File: src/vbr_defines.svh
/*
 * Constants of the regulator control and bus power detect block:
 * register byte offsets, bit positions, reset values, timing counts.
 * Assumes a 20 MHz system clock and a classic Wishbone register bus.
 */
`ifndef VBR_DEFINES_SVH
`define VBR_DEFINES_SVH

// register byte offsets
`define VBR_ADR_CTL       8'h00
`define VBR_ADR_CFG       8'h04
`define VBR_ADR_STAT      8'h08
`define VBR_ADR_CLR       8'h0C
`define VBR_ADR_EN        8'h10

// regulator control register fields
`define VBR_CTL_DIS       7
`define VBR_CTL_VBST      6
`define VBR_CTL_LP        4
`define VBR_CTL_STOP      3
`define VBR_CTL_CORE_LP   1
`define VBR_CTL_MPC       0
`define VBR_CTL_RST       8'h00
`define VBR_CTL_WMASK     8'hBF

// bus power configuration fields
`define VBR_CFG_IRQEN     0
`define VBR_CFG_RSTEN     1
`define VBR_CFG_RST       2'h0

// sticky event fields
`define VBR_STAT_RST      0
`define VBR_STAT_MISUSE   1
`define VBR_STAT_RST_VAL  2'h0
`define VBR_EN_RST_VAL    2'h0

// synchroniser priming
`define VBR_PRIME_DONE    2'h3

// timing
`define VBR_CLK_NS        50
`define VBR_RST_NS        800
`define VBR_RST_CYC       ((`VBR_RST_NS + `VBR_CLK_NS - 1) / `VBR_CLK_NS)

`endif

File: src/vbr_pkg.sv
/*
 * Types of the regulator control and bus power detect block.
 * Assumes the constants header for field positions.
 */
package vbr_pkg;

  // wishbone request from the master
  typedef struct packed {
    logic        cyc;
    logic        stb;
    logic        we;
    logic [7:0]  adr;
    logic [3:0]  sel;
    logic [31:0] dat;
  } vbr_wb_req_t;

  // wishbone answer to the master
  typedef struct packed {
    logic        ack;
    logic [31:0] dat;
  } vbr_wb_rsp_t;

  // synchroniser state
  typedef struct packed {
    logic s1;
    logic s2;
  } vbr_sync_t;

  // block state
  typedef struct packed {
    logic [7:0]  ctl;
    logic [1:0]  cfg;
    logic [1:0]  stat;
    logic [1:0]  en;
    logic        ack;
    logic [31:0] rdat;
    logic        prev;
    logic [1:0]  prime;
    logic        irq_pulse;
    logic [4:0]  rst_cnt;
  } vbr_state_t;

endpackage : vbr_pkg

File: src/vbr_sync.sv
/*
 * Two-stage synchroniser for the bus power input.
 * Assumes an asynchronous input and one system clock.
 */
`timescale 1ns/1ps
module vbr_sync
  import vbr_pkg::*;
(
  // clock and reset
  input  wire logic clk_sys,
  input  wire logic nrst,
  // level in and out
  input  wire logic din,
  output logic      dout
);

  vbr_sync_t s_reg;
  vbr_sync_t s_next;

  // first stage feeds only the second
  always_comb begin
    s_next    = s_reg;
    s_next.s1 = din;
    s_next.s2 = s_reg.s1;
  end

  always_ff @(posedge clk_sys or negedge nrst) begin
    if (!nrst) begin
      s_reg <= '0;
    end else begin
      s_reg <= s_next;
    end
  end

  assign dout = s_reg.s2;

endmodule : vbr_sync

File: src/vbr_top.sv
/*
 * Regulator control and bus power detect logic with a Wishbone slave.
 * Assumes a classic Wishbone master on clk_sys and an asynchronous
 * bus power input; system reset logic consumes sys_reset_req.
 */
// Notes on behaviour
// - software turns the main regulator on or off through the disable bit.
// - the low power select bit chooses normal or suspend mode of the main regulator.
// - the bus power status bit follows the present input level, never latched.
// - with its enable set, every rising and falling input edge raises an interrupt.
// - the bus power interrupt is a pulse per edge with no pending flag to read.
// - with bus power chosen as reset source, every edge requests a system reset.
// - the core regulator has two power saving settings in the control register.
// - the disable bit means enabled at zero, disabled at one, and resets to zero.
// - the status bit reads one when bus power is present and zero when absent.
// - the low power select bit means low power at one and normal at zero.
`timescale 1ns/1ps
`include "vbr_defines.svh"
module vbr_top
  import vbr_pkg::*;
(
  // clock and reset
  input  wire logic  clk_sys,
  input  wire logic  nrst,
  // register bus
  input  vbr_wb_req_t wb_req,
  output vbr_wb_rsp_t wb_rsp,
  // bus power input
  input  wire logic  vbus_in,
  // regulator controls
  output logic       main_regulator_disable,
  output logic       main_regulator_low_power_select,
  output logic       core_regulator_low_power_select,
  output logic       core_regulator_stop_shutdown,
  output logic       mem_power_ctl_enable,
  // status and events
  output logic       bus_power_level_status,
  output logic       bus_power_irq,
  output logic       sys_reset_req,
  output logic       irq
);

  // address match
  function automatic logic vbr_hit(input logic [7:0] adr, input logic [7:0] off);
    vbr_hit = (adr == off);
  endfunction : vbr_hit

  vbr_state_t s_reg;
  vbr_state_t s_next;

  logic       vbus_sync;
  logic       bus_req;
  logic       wr_fire;
  logic       rd_load;
  logic       wr_ctl;
  logic       wr_cfg;
  logic       wr_clr;
  logic       wr_en;
  logic       primed;
  logic       edge_det;
  logic [1:0] evt;
  logic [7:0] ctl_view;
  logic [7:0] ctl_new;

  vbr_sync u_sync (
    .clk_sys (clk_sys),
    .nrst    (nrst),
    .din     (vbus_in),
    .dout    (vbus_sync)
  );

  // bus decode
  assign bus_req = wb_req.cyc && wb_req.stb;
  assign rd_load = bus_req && !s_reg.ack;
  assign wr_fire = bus_req && s_reg.ack && wb_req.we && wb_req.sel[0];
  assign wr_ctl  = wr_fire && vbr_hit(wb_req.adr, `VBR_ADR_CTL);
  assign wr_cfg  = wr_fire && vbr_hit(wb_req.adr, `VBR_ADR_CFG);
  assign wr_clr  = wr_fire && vbr_hit(wb_req.adr, `VBR_ADR_CLR);
  assign wr_en   = wr_fire && vbr_hit(wb_req.adr, `VBR_ADR_EN);

  // edges only after both stages are filled
  assign primed   = (s_reg.prime == `VBR_PRIME_DONE);
  assign edge_det = primed && (vbus_sync != s_reg.prev);

  // live level in the status position
  always_comb begin
    ctl_view                = s_reg.ctl;
    ctl_view[`VBR_CTL_VBST] = vbus_sync;
  end

  // new control value on a write
  assign ctl_new = wb_req.dat[7:0] & `VBR_CTL_WMASK;

  // sticky events
  always_comb begin
    evt = 2'h0;
    evt[`VBR_STAT_RST] = edge_det && s_reg.cfg[`VBR_CFG_RSTEN];
    // core low power with main regulator off
    evt[`VBR_STAT_MISUSE] = wr_ctl && ctl_new[`VBR_CTL_CORE_LP]
                            && ctl_new[`VBR_CTL_DIS];
  end

  always_comb begin
    s_next = s_reg;

    // single-cycle answer
    s_next.ack = rd_load;
    if (rd_load) begin
      s_next.rdat = 32'h0000_0000;
      if (vbr_hit(wb_req.adr, `VBR_ADR_CTL)) begin
        s_next.rdat[7:0] = ctl_view;
      end
      if (vbr_hit(wb_req.adr, `VBR_ADR_CFG)) begin
        s_next.rdat[1:0] = s_reg.cfg;
      end
      if (vbr_hit(wb_req.adr, `VBR_ADR_STAT)) begin
        s_next.rdat[1:0] = s_reg.stat;
      end
      if (vbr_hit(wb_req.adr, `VBR_ADR_EN)) begin
        s_next.rdat[1:0] = s_reg.en;
      end
    end

    if (wr_ctl) begin
      s_next.ctl = ctl_new;
    end
    if (wr_cfg) begin
      s_next.cfg = wb_req.dat[1:0];
    end
    if (wr_en) begin
      s_next.en = wb_req.dat[1:0];
    end

    // set wins over clear
    if (wr_clr) begin
      s_next.stat = (s_reg.stat & ~wb_req.dat[1:0]) | evt;
    end else begin
      s_next.stat = s_reg.stat | evt;
    end

    s_next.prev = vbus_sync;
    if (!primed) begin
      s_next.prime = s_reg.prime + 2'h1;
    end

    s_next.irq_pulse = edge_det && s_reg.cfg[`VBR_CFG_IRQEN];

    if (edge_det && s_reg.cfg[`VBR_CFG_RSTEN]) begin
      s_next.rst_cnt = 5'(`VBR_RST_CYC);
    end else if (s_reg.rst_cnt != 5'h00) begin
      s_next.rst_cnt = s_reg.rst_cnt - 5'h01;
    end
  end

  always_ff @(posedge clk_sys or negedge nrst) begin
    if (!nrst) begin
      s_reg           <= '0;
      s_reg.ctl       <= `VBR_CTL_RST;
      s_reg.cfg       <= `VBR_CFG_RST;
      s_reg.stat      <= `VBR_STAT_RST_VAL;
      s_reg.en        <= `VBR_EN_RST_VAL;
    end else begin
      s_reg <= s_next;
    end
  end

  // outputs
  assign wb_rsp = '{ack: s_reg.ack, dat: s_reg.rdat};

  assign main_regulator_disable          = s_reg.ctl[`VBR_CTL_DIS];
  assign main_regulator_low_power_select = s_reg.ctl[`VBR_CTL_LP];
  assign core_regulator_low_power_select = s_reg.ctl[`VBR_CTL_CORE_LP];
  assign core_regulator_stop_shutdown    = s_reg.ctl[`VBR_CTL_STOP];
  assign mem_power_ctl_enable            = s_reg.ctl[`VBR_CTL_MPC];

  assign bus_power_level_status = vbus_sync;
  assign bus_power_irq = s_reg.irq_pulse;
  assign sys_reset_req = (s_reg.rst_cnt != 5'h00);
  assign irq           = |(s_reg.stat & s_reg.en);
endmodule : vbr_top

File: config.mk
export PLATFORM = sky130hd
export DESIGN_NAME = vbr_top
export DESIGN_NICKNAME = d
export VERILOG_FILES = /design/src/vbr_pkg.sv /design/src/vbr_sync.sv /design/src/vbr_top.sv
export VERILOG_INCLUDE_DIRS = /design/src /design/src/src
export SDC_FILE = /design/constraint.sdc
export NUM_CORES = 1
export LEC_CHECK = 0
export ABC_AREA = 1
export BUFFER_PORTS_ARGS = -buffer_cell sky130_fd_sc_hd__buf_2
export CELL_PAD_IN_SITES_DETAIL_PLACEMENT = 2
export CELL_PAD_IN_SITES_GLOBAL_PLACEMENT = 2
export CORE_UTILIZATION = 25
export DETAILED_ROUTE_END_ITERATION = 12
export PLACE_DENSITY_LB_ADDON = 0.1
export SLEW_MARGIN = 20
export SYNTH_ARGS = -nofsm -noshare
export SYNTH_HDL_FRONTEND = slang
export SYNTH_SLANG_ARGS = --single-unit
export TNS_END_PERCENT = 100
File: constraint.sdc
create_clock -name clk_sys -period 1.5 [get_ports clk_sys]
set_clock_uncertainty 0.15 [all_clocks]
set_input_delay 0.375 -clock clk_sys [delete_from_list [all_inputs] [get_ports clk_sys]]
set_output_delay 0.375 -clock clk_sys [all_outputs]
set_load 0.01 [all_outputs]
# Yosys cells after proc, flatten, opt, wreduce, memory -nomap -nowiden

Index checks and enable logic that the tools add are counted.

Input bits: 50
Output and inout port bits: 42
Logic and storage cells: 51
Register bits after elaboration: 33

Bitwise logic cells: 5
Reductions and logical operators: 19
Add/subtract/negate cells: 2
Equality and inequality tests: 6
Muxes and demuxes: 7

Operators by type and width:

| cell                                                | count |
|---|---|
| equality test 8 x 4 -> 1 bit, second input constant | 2 |
| logical AND 1 bit                                   | 14 |
| two-way mux 5 bit                                   | 2 |
| equality test 8 x 3 -> 1 bit, second input constant | 1 |
| equality test 8 x 5 -> 1 bit, second input constant | 1 |
| logical NOT 8 bit                                   | 1 |
| two-way mux 2 bit                                   | 4 |
| two-way mux 8 bit                                   | 1 |
| nonzero test 5 bit                                  | 1 |
| subtractor 5 x 1 -> 5 bit, second input constant    | 1 |
| bitwise AND 2 bit                                   | 2 |
| OR 2 bit                                            | 2 |
| adder 2 x 1 -> 2 bit, second input constant         | 1 |
| equality test 2 bit, second input constant          | 1 |
| NOT 2 bit                                           | 1 |
| nonzero test 2 bit                                  | 1 |
| OR reduction 2 bit                                  | 1 |
| logical NOT 1 bit                                   | 1 |
| inequality test 1 bit                               | 1 |

# Logic depth before layout (Yosys ltp)

Gate-level depths: netlist (run 1).

Depth after elaboration: 9
Gate-level depth with buffers: 7
Gate-level depth less buffers: 7

# By module

From an unflattened synthesis (run 1), not the netlist that was laid out.

Cells, all modules: 208
Area total of the unflattened synthesis: 1,811.7 um^2

Modules (own cells, without submodules):

| module   | area each (um^2) | instances | sequential area each (um^2) | cells an instance |
|---|---|---|---|---|
| vbr_top  | 1,761.7          | 1         | 775.7                       | 206 |
| vbr_sync | 50.0             | 1         | 50.0                        | 2 |

# Least setup slack after synthesis (run 1)

Ideal clock, no wire load.

Path type: register -> output
Start point: register s_reg[0] (netlist bit)
End point: output sys_reset_req
Required time: 975 ps
Setup slack: 43 ps
Arrival time: 932 ps
Stages on the path, launching flop included: 6
Path buffers: 0
Cell sequence: dfrtp_1 -> inv_1 -> ha_1 -> nand3_1 -> nor2_2 -> inv_2

Cells in the longest elaborated chain, start to end: 1

Ends and longest elaborated chain:

| item                   | line           | RTL |
|---|---|---|
| from (decl)            | vbr_top.sv:48  | `vbr_state_t s_reg;` |
| from (signal assigned) | vbr_top.sv:163 | `s_reg <= s_next;` |
| nonzero test 5 bit     | vbr_top.sv:178 | `assign sys_reset_req = (s_reg.rst_cnt != 5'h00);` |
| to (decl)              | vbr_top.sv:39  | `output logic sys_reset_req,` |

Every way passes these cells.

# Worst setup path in the final report (run 1)

Same ends and word-level chain as after synthesis.

==> qor.csv, run 1 <==
metric,value,unit
status,"finished, violations left",
violations,setup timing,
cts_tree,yes,
crit_path_start_kind,flip-flop,
ys_top_cells_by_count,"nand2_1, buf_4, dfrtp_1, nand3_1, inv_1",
leakage,1.316,nW
die_w,87.04,um
multiInputGateArea,765.7,um^2
avgRoutedWirePerCell,12.09,um
setup_viol,2,
min_period,1770,ps
num_vias,1465,
antenna_left,0,
final-hold-violation-count,0,
clock-sinks,33,
ios,92,
r2r_cells,8,
fin_crit_sh,118.0,%
worstHoldPathType,input port to flip-flop,
fillCellCount,845,
fin_nets,321,
ys_types,30,
cp.arrival,1240,ps
dieArea,7576,um^2
peakVddDrop,0.5817,mV
htree_levels,2,
crit_required,970,ps
cts_made_buffers,5,
ys.flop_type,dfrtp_1,
drtIter0Drc,27,
instances_no_fill,366,
synth_top_area_share,45.67,%
rsz0062_at_grt,true,
fin_ws,-269.7,ps
syn_area,1808,um^2
async_flop_share,100.0,%
drt_first_pass_iters,4,
place.gp.congestion,0.6922,
clockBufferDepth,2,
netlist_instances,208,
core_area,6907,um^2
power,0.002430,W
area_growth,26.78,%
clockRootBuffer,clkbuf_8,
first_global_vias,1541,
dp_hpwl,3316,um
route.detailed.drc,0,
drt-vias-per-instance,4.003,
insertion_delay,280,ps
rows,30,
synth-seq-area-share,45.67,%
dp.cells,348,
clkTransAtPathRegs,70,ps
largest_reg_flops,14,
start_util,26.18,%
avgSynthCellArea,8.692,um^2
critPathCaptureType,output pin,
drv_cap,0,
ys_warn_count,0,
die_y,87.04,um
powerDensity,1060,nW/um^2
routed_wl,4426,um
diodes,0,
grt_usage,12.82,%
seqCellArea,825.8,um^2
yosysTopAreaCell,dfrtp_1,
fin_setup_tns,-336.3,ps
grt_overflow,0,
synth_edf_count,0,
path_class,flip-flop to output pin,
grt_pass1_wl,7334,um
ys_top_cells_by_area,"dfrtp_1, buf_4, nand2_1",
fmax,0.5651,GHz
io_buffers,39,
synth_seq_cells,33,
post-synth-top-count-cell,nand2_1,
hold_path_depth,1,
grt_antenna_before_repair,0,
grt_max_degree,34,
drive_gt1_share,36.30,%
cp_max_fo,2,
slew_viol_final,0,
post-route-util,33.19,%
power breakdown:
group	internal, W	total (W)	switching [W]	leakage (nW)
clock	0.000322	0.000655	0.000333	0.0450
sequential	0.000957	0.00101	0.0000522	0.419
combinational	0.000417	0.000766	0.000348	0.852
total	0.00170	0.00243	0.000734	1.32
per-layer routing:
layer | GRT usage [%] | wire length [um]
met4 | 4.545 | 59
met1 | 16.49 | 2034
met3 | 2.749 | 192
met2 | 21.19 | 2139
met5 | 0 | 0
layout by cell type, fill, tap and decap left out, types with 2 or more instances in the layout:
| cell | instances |
|---|---|
| inv_2 | 8 |
| xor2_1 | 2 |
| nand3_1 | 19 |
| buf_4 | 24 |
| dfrtp_1 | 33 |
| o21ai_1 | 10 |
| o21bai_1 | 2 |
| nor3_2 | 2 |
| nand2_1 | 49 |
| nand3_4 | 2 |
| nand3_2 | 2 |
| conb_1 | 24 |
| nor2_4 | 3 |
| inv_1 | 15 |
| clkbuf_8 | 5 |
| clkinv_2 | 2 |
| nand2_2 | 3 |
| buf_2 | 38 |
| nor2_1 | 10 |
logic make-up after synthesis:
kind of cell	count (synthesis)	share of synthesized area, %
adder cells (fa/ha/maj)	2	1.384
XOR/XNOR	3	1.454
multiplexers	1	0.6228
buffers and inverters	57	19.10
flip-flops	33	45.67
other	1	0.2074
AND/OR/NAND/NOR	96	26.78
AO/OA/AOI/OAI	15	4.774
path summary, 6_finish.rpt:
| check | start | to | slack, ps |
|---|---|---|---|
| worst max-delay path | s_reg[0]$_DFFE_PN0P_ | sys_reset_req | -270 |
| worst min-delay path | vbus_in | u_sync.s_next[0]$_DFF_PN0_ | 40 |
| worst max register to register | s_reg[0]$_DFFE_PN0P_ | s_reg[2]$_DFFE_PN0P_ | 40 |
| worst min register to register | u_sync.s_next[0]$_DFF_PN0_ | u_sync.dout$_DFF_PN0_ | 200 |
| max in group asynchronous | nrst | s_reg[2]$_DFFE_PN0P_ | 570 |
| min in group asynchronous | nrst | wb_rsp[1]$_DFFE_PN0P_ | 440 |
critical path, stage by stage, from the launching register on:
cell and delay, ps:
dfrtp_1 390, inv_2 90, ha_4 150, nand3_4 70, nor2_4 100, inv_2 50
buf_6 110
layout make-up:
type                       count  share of cell area (%)
clock buffer                   6                   3.166
clock inverter                 2                  0.4367
inverter                      23                   3.766
multi-input combinational    141                   33.41
sequential                    33                   36.03
tap                           96                   5.240
timing repair buffer          65                   17.96
metrics by stage:
step	area [um^2]	setup slack [ps]	hold WS (ps)
2_1_floorplan	1894	43.26	-70.59
3_3_place_gp	2083	-78.11	186.6
3_5_place_dp	2083	-82.30	188.7
4_1_cts	2261	-288.4	29.36
5_1_grt	2292	-332.3	25.66
6_report	2292	-269.7	41.80
repair_timing:
action / in CTS / in global routing
setup buffers: 5 / 5
hold endpoints to repair: 33 / 0
gates resized for setup: 11 / 2
pin swaps: 4 / 4
setup endpoints to repair: 4 / 6
hold buffers: 1 / 0
(Power assumes the default switching activity.)
==> run 2: changes to the inputs <==
--- a/config.mk
+++ b/config.mk
@@ -13,6 +13,7 @@
 export CORE_UTILIZATION = 25
 export DETAILED_ROUTE_END_ITERATION = 12
 export PLACE_DENSITY_LB_ADDON = 0.1
+export RECOVER_POWER = 100
 export SLEW_MARGIN = 20
 export SYNTH_ARGS = -nofsm -noshare
 export SYNTH_HDL_FRONTEND = slang
==> run 2 against run 1 <==
Against the previous run:
- utilization decreased by 1.2 points
- the flow still finishes with violations (setup timing)
- power decreased by 0.59%
- non-clock buffer count unchanged
==> qor.csv, run 2 (synthesized netlist as in run 1, its figures left out) <==
metric,value,unit,change
status,"finished, violations left",,unchanged
violations,setup timing,,unchanged
met3_wirelength,191,um,was 192 um
antenna_left,0,,unchanged
powerDensity,1094,nW/um^2,was 1060 nW/um^2
cp_common_cell,inv_2,,unchanged
ios,92,,unchanged
grt_usage,12.82,%,unchanged
die_w,87.04,um,unchanged
insertion_delay,280,ps,about the same
fin_crit_sh,118.0,%,about the same
first_global_vias,1541,,unchanged
final_cell_mix,"nand2_1, dfrtp_1, conb_1",,"was nand2_1, buf_2, dfrtp_1"
routed_wl,4424,um,was 4426 um
power,0.002415,W,was 0.002430 W
largest_reg_flops,14,,unchanged
rows,30,,unchanged
critical_path.top_delay_family,flip-flops,,unchanged
drtIter0Drc,30,,was 27
place.gp.congestion,0.6922,,unchanged
cp_max_fo,2,,unchanged
crit_chain,"inv_2, ha_4, nand3_4, nor2_4, inv_2, buf_6",,unchanged
clockRootBuffer,clkbuf_8,,unchanged
final-hold-violation-count,0,,unchanged
cts_tree,yes,,unchanged
peakVddDrop,0.5818,mV,was 0.5817 mV
fmax,0.5649,GHz,was 0.5651 GHz
critPathCaptureType,output pin,,unchanged
grt_pass1_wl,7334,um,unchanged
wl_met1,2066,um,was 2034 um
worstHoldPathType,input port to flip-flop,,unchanged
drt-vias-per-instance,3.986,,was 4.003
fillCellCount,849,,was 845
num_vias,1459,,was 1465
diodes,0,,unchanged
grt_overflow,0,,unchanged
fin_ws,-270.2,ps,was -269.7 ps
rsz0062_at_grt,true,,unchanged
avgRoutedWirePerCell,12.09,um,about the same
crit_required,970,ps,about the same
multiInputGateArea,728.2,um^2,was 765.7 um^2
slew_viol_final,0,,unchanged
dp_hpwl,3316,um,unchanged
worst-path-buf-inv,3,,unchanged
grt_antenna_before_repair,0,,unchanged
wl_met2,2106,um,was 2139 um
start_util,26.18,%,unchanged
path_class,flip-flop to output pin,,unchanged
fin_nets,321,,unchanged
dieArea,7576,um^2,unchanged
drive_gt1_share,28.15,%,was 36.30%
htree_levels,2,,unchanged
drt_first_pass_iters,4,,unchanged
cp.arrival,1250,ps,was 1240 ps
fin_setup_tns,-329.0,ps,was -336.3 ps
setup_viol,2,,unchanged
crit_path_start_kind,flip-flop,,unchanged
drv_cap,0,,unchanged
clkTransAtPathRegs,70,ps,about the same
post-route-util,31.97,%,was 33.19%
die_y,87.04,um,unchanged
seqCellArea,825.8,um^2,unchanged
cts_made_buffers,5,,unchanged
clockBufferDepth,2,,unchanged
core_area,6907,um^2,unchanged
clock-sinks,33,,unchanged
top_layer_used,met4,,unchanged
min_period,1770,ps,about the same
slowest_delay,390,ps,about the same
route.detailed.drc,0,,unchanged
area_growth,22.15,%,was 26.78%
io_buffers,39,,unchanged
slowest_stage,dfrtp_1,,unchanged
grt_max_degree,34,,unchanged
leakage,1.184,nW,was 1.316 nW
final_common_cell,nand2_1,,unchanged
-- run 2: metal layers --
| layer | GRT usage, % | up-vias |
|---|---|---|
| li1 | - | 713 |
| met1 | 16.49 | 708 |
| met2 | 21.19 | 31 |
| met3 | 2.749 | 7 |
| met4 | 4.545 | 0 |
| met5 | 0 | - |
-- run 2: stage by stage --
| step | hold slack, ps | instances | cell area [um^2] | setup WS [ps] |
|---|---|---|---|---|
| after floorplan | -70.59 | 231 | 1894 | 43.26 |
| after global placement | 186.6 | 348 | 2083 | -78.11 |
| after detailed placement | 188.7 | 348 | 2083 | -82.30 |
| after CTS | 29.36 | 362 | 2261 | -288.4 |
| after global routing | 25.66 | 366 | 2208 | -332.3 |
| final | 41.14 | 366 | 2208 | -270.2 |
-- run 2: worst paths after layout --
check	startpoint	end	slack [ps]	depth (start not counted)
max	s_reg[0]$_DFFE_PN0P_	sys_reset_req	-270	6
min	vbus_in	u_sync.s_next[0]$_DFF_PN0_	40	1
max reg2reg	s_reg[0]$_DFFE_PN0P_	s_reg[2]$_DFFE_PN0P_	40	8
min reg2reg	u_sync.s_next[0]$_DFF_PN0_	u_sync.dout$_DFF_PN0_	200	0
max in group asynchronous	nrst	s_reg[0]$_DFFE_PN0P_	300	3
min in group asynchronous	nrst	s_reg[43]$_DFFE_PN0P_	550	3
-- run 2: power by group --
group,internal [W],switching (W)
sequential,0.000957,0.0000515
combinational,0.000409,0.000343
clock,0.000322,0.000333
-- run 2: worst register-to-register path: stages, from the launching register on --
cell and delay, ps:
dfrtp_1 370, inv_2 60, ha_4 170, buf_4 130, buf_4 120, buf_4 120, xor2_1 130, nand3_1 80
inv_1 40
-- run 2: final cells by class --
cell class	count	share of cell area, %
flip-flops and latches	33	37.39
repair buffers	65	16.54
clock inverters	2	0.4533
multi-input cells	141	32.97
clock buffers	6	3.286
inverters	23	3.909
well taps	96	5.439
-- run 2: timing repair --
action,4_1_cts,5_1_grt
endpoints found under the setup margin,4,6
buffers inserted,5,5
hold endpoints to repair,33,0
resized for setup,11,2
hold buffers,1,0
pin swaps,4,4
==> run 3: changes to the inputs <==
--- a/config.mk
+++ b/config.mk
@@ -14,6 +14,7 @@
 export DETAILED_ROUTE_END_ITERATION = 12
 export PLACE_DENSITY_LB_ADDON = 0.1
 export RECOVER_POWER = 100
+export SETUP_SLACK_MARGIN = 0.5
 export SLEW_MARGIN = 20
 export SYNTH_ARGS = -nofsm -noshare
 export SYNTH_HDL_FRONTEND = slang
==> run 3 against run 2 <==
Against the previous run:
- the flow still finishes with violations (setup timing)
- cell count is 3.8% higher
- sequential share of layout area is 6.2 points lower
- clock power is 13% higher
- sequential power hardly changed
- wire length is 7.8% higher
- utilization is 6.4 points higher
- register-to-register slack worse by 190 ps
- power is 7.9% higher
- hold slack better by 12 ps
- non-clock buffer count is 13 higher
- highest routed layer unchanged
==> qor.csv, run 3 (synthesized netlist as in run 1, its figures left out) <==
metric,value,unit,change
peakVddDrop,0.5888,mV,was 0.5818 mV
num_vias,1539,,was 1459
start_util,26.18,%,unchanged
grt_antenna_before_repair,0,,unchanged
grt_usage,13.24,%,was 12.82%
post_dp_cell_area,2171,um^2,was 2083 um^2
place.gp.congestion,0.7184,,was 0.6922
rows,30,,unchanged
largest_reg_flops,14,,unchanged
final-hold-violation-count,0,,unchanged
avgRoutedWirePerCell,12.55,um,was 12.09 um
rsz0062_at_grt,true,,unchanged
insertion_delay,280,ps,about the same
crit_required,970,ps,about the same
slowest_delay,400,ps,was 390 ps
leakage,1.301,nW,was 1.184 nW
top_layer_used,met4,,unchanged
drt-vias-per-instance,4.050,,was 3.986
htree_levels,2,,unchanged
setup_viol,11,,was 2
powerDensity,981.8,nW/um^2,was 1094 nW/um^2
route.detailed.drc,0,,unchanged
cts_tree,yes,,unchanged
fin_ws,-284.5,ps,was -270.2 ps
area_growth,46.78,%,was 22.15%
wl_met2,2597,um,was 2106 um
grt_max_degree,34,,unchanged
worst-path-buf-inv,3,,unchanged
min_period,1784,ps,was 1770 ps
worstHoldPathType,input port to flip-flop,,unchanged
clockBufferDepth,2,,unchanged
seqCellArea,827.0,um^2,was 825.8 um^2
path_class,flip-flop to output pin,,unchanged
cts_made_buffers,5,,unchanged
ios,92,,unchanged
grt_pass1_wl,7631,um,was 7334 um
die_y,87.04,um,unchanged
drive_gt1_share,48.94,%,was 28.15%
final_cell_mix,"nand2_1, dfrtp_1, conb_1, buf_4, buf_2",,"was nand2_1, dfrtp_1, conb_1"
antenna_left,0,,unchanged
diodes,0,,unchanged
fin_nets,335,,was 321
first_global_vias,1651,,was 1541
r2r_slack,-150,ps,was 40 ps
status,"finished, violations left",,unchanged
met3_wirelength,208,um,was 191 um
drv_cap,0,,unchanged
dieArea,7576,um^2,unchanged
wl_met1,1948,um,was 2066 um
crit_path_start_kind,flip-flop,,unchanged
drtIter0Drc,31,,was 30
clockRootBuffer,clkbuf_8,,unchanged
drt_first_pass_iters,2,,was 4
fin_crit_sh,119.0,%,was 118.0%
clock-sinks,33,,unchanged
critPathCaptureType,output pin,,unchanged
violations,setup timing,,unchanged
die_w,87.04,um,unchanged
io_buffers,39,,unchanged
cp_common_cell,inv_2,,unchanged
multiInputGateArea,984.7,um^2,was 728.2 um^2
core_area,6907,um^2,unchanged
post-route-util,38.42,%,was 31.97%
slowest_stage,dfrtp_1,,unchanged
grt_overflow,0,,unchanged
clkTransAtPathRegs,70,ps,about the same
fillCellCount,817,,was 849
fmax,0.5604,GHz,was 0.5649 GHz
crit_chain,"inv_2, ha_4, nand3_4, nor2_4, inv_2, buf_6",,unchanged
routed_wl,4770,um,was 4424 um
fin_area,2654,um^2,was 2208 um^2
critical_path.top_delay_family,flip-flops,,unchanged
slew_viol_final,0,,unchanged
final_common_cell,nand2_1,,unchanged
dp_hpwl,3318,um,was 3316 um
cp_max_fo,2,,unchanged
cp.arrival,1260,ps,was 1250 ps
run 3: changes by cell type in the layout (fill, tap and decap cells not counted), sizes merged:
| cell | previous run | this run |
|---|---|---|
| buf | 43 | 58 |
| clkinv | 2 | 1 |
| clkbuf | 27 | 26 |
| nand2 | 53 | 54 |
run 3: power by group:
part | internal, W | leakage (nW) | switching, W
registers | 0.000957 | 0.418 | 0.0000456
clock network | 0.000415 | 0.0542 | 0.000327
logic | 0.000458 | 0.829 | 0.000402
run 3: what timing repair did:
item | in CTS | in global routing
pin swaps | 28 | 19
buffers inserted | 21 | 8
setup endpoints to repair | 48 | 48
resized for setup | 34 | 22
gates cloned | 1 | 0
hold endpoints to repair | 33 | 0
hold buffers | 1 | 0
run 3: layer usage:
metal	vias to the layer above	GRT usage, %
li1	746	-
met1	759	16.08
met2	32	23.77
met3	2	2.844
met4	0	3.182
met5	-	0
run 3: area by class of cell:
class	count	share of cell area [%]
multi-input combinational	142	37.11
sequential	33	31.16
timing repair buffer	78	19.85
tap	96	4.526
clock buffer	7	3.630
inverter	23	3.536
clock inverter	1	0.1886
run 3: worst paths after layout:
| kind | start | end | depth (start not counted) |
|---|---|---|---|
| hold / removal | vbus_in | u_sync.s_next[0]$_DFF_PN0_ | 1 |
| setup / recovery | s_reg[0]$_DFFE_PN0P_ | sys_reset_req | 6 |
| max in group asynchronous | nrst | wb_rsp[32]$_DFF_PN0_ | 3 |
| min in group asynchronous | nrst | wb_rsp[32]$_DFF_PN0_ | 3 |
| setup reg to reg | s_reg[0]$_DFFE_PN0P_ | s_reg[1]$_DFFE_PN0P_ | 9 |
| hold reg to reg | u_sync.s_next[0]$_DFF_PN0_ | u_sync.dout$_DFF_PN0_ | 0 |
run 3: metrics by stage:
step	setup slack (ps)	hold slack, ps	power, W	setup TNS [ps]	cells
floorplan	122.1	-70.59	0.001412	0	231
global route	-357.2	35.11	0.002770	-2184	380
finish	-284.5	53.16	0.002606	-928.8	380
global placement	-2.481	181.8	0.001570	-2.481	341
detailed placement	-25.25	185.8	0.001599	-25.25	341
CTS	-291.8	44.42	0.002584	-367.7	372
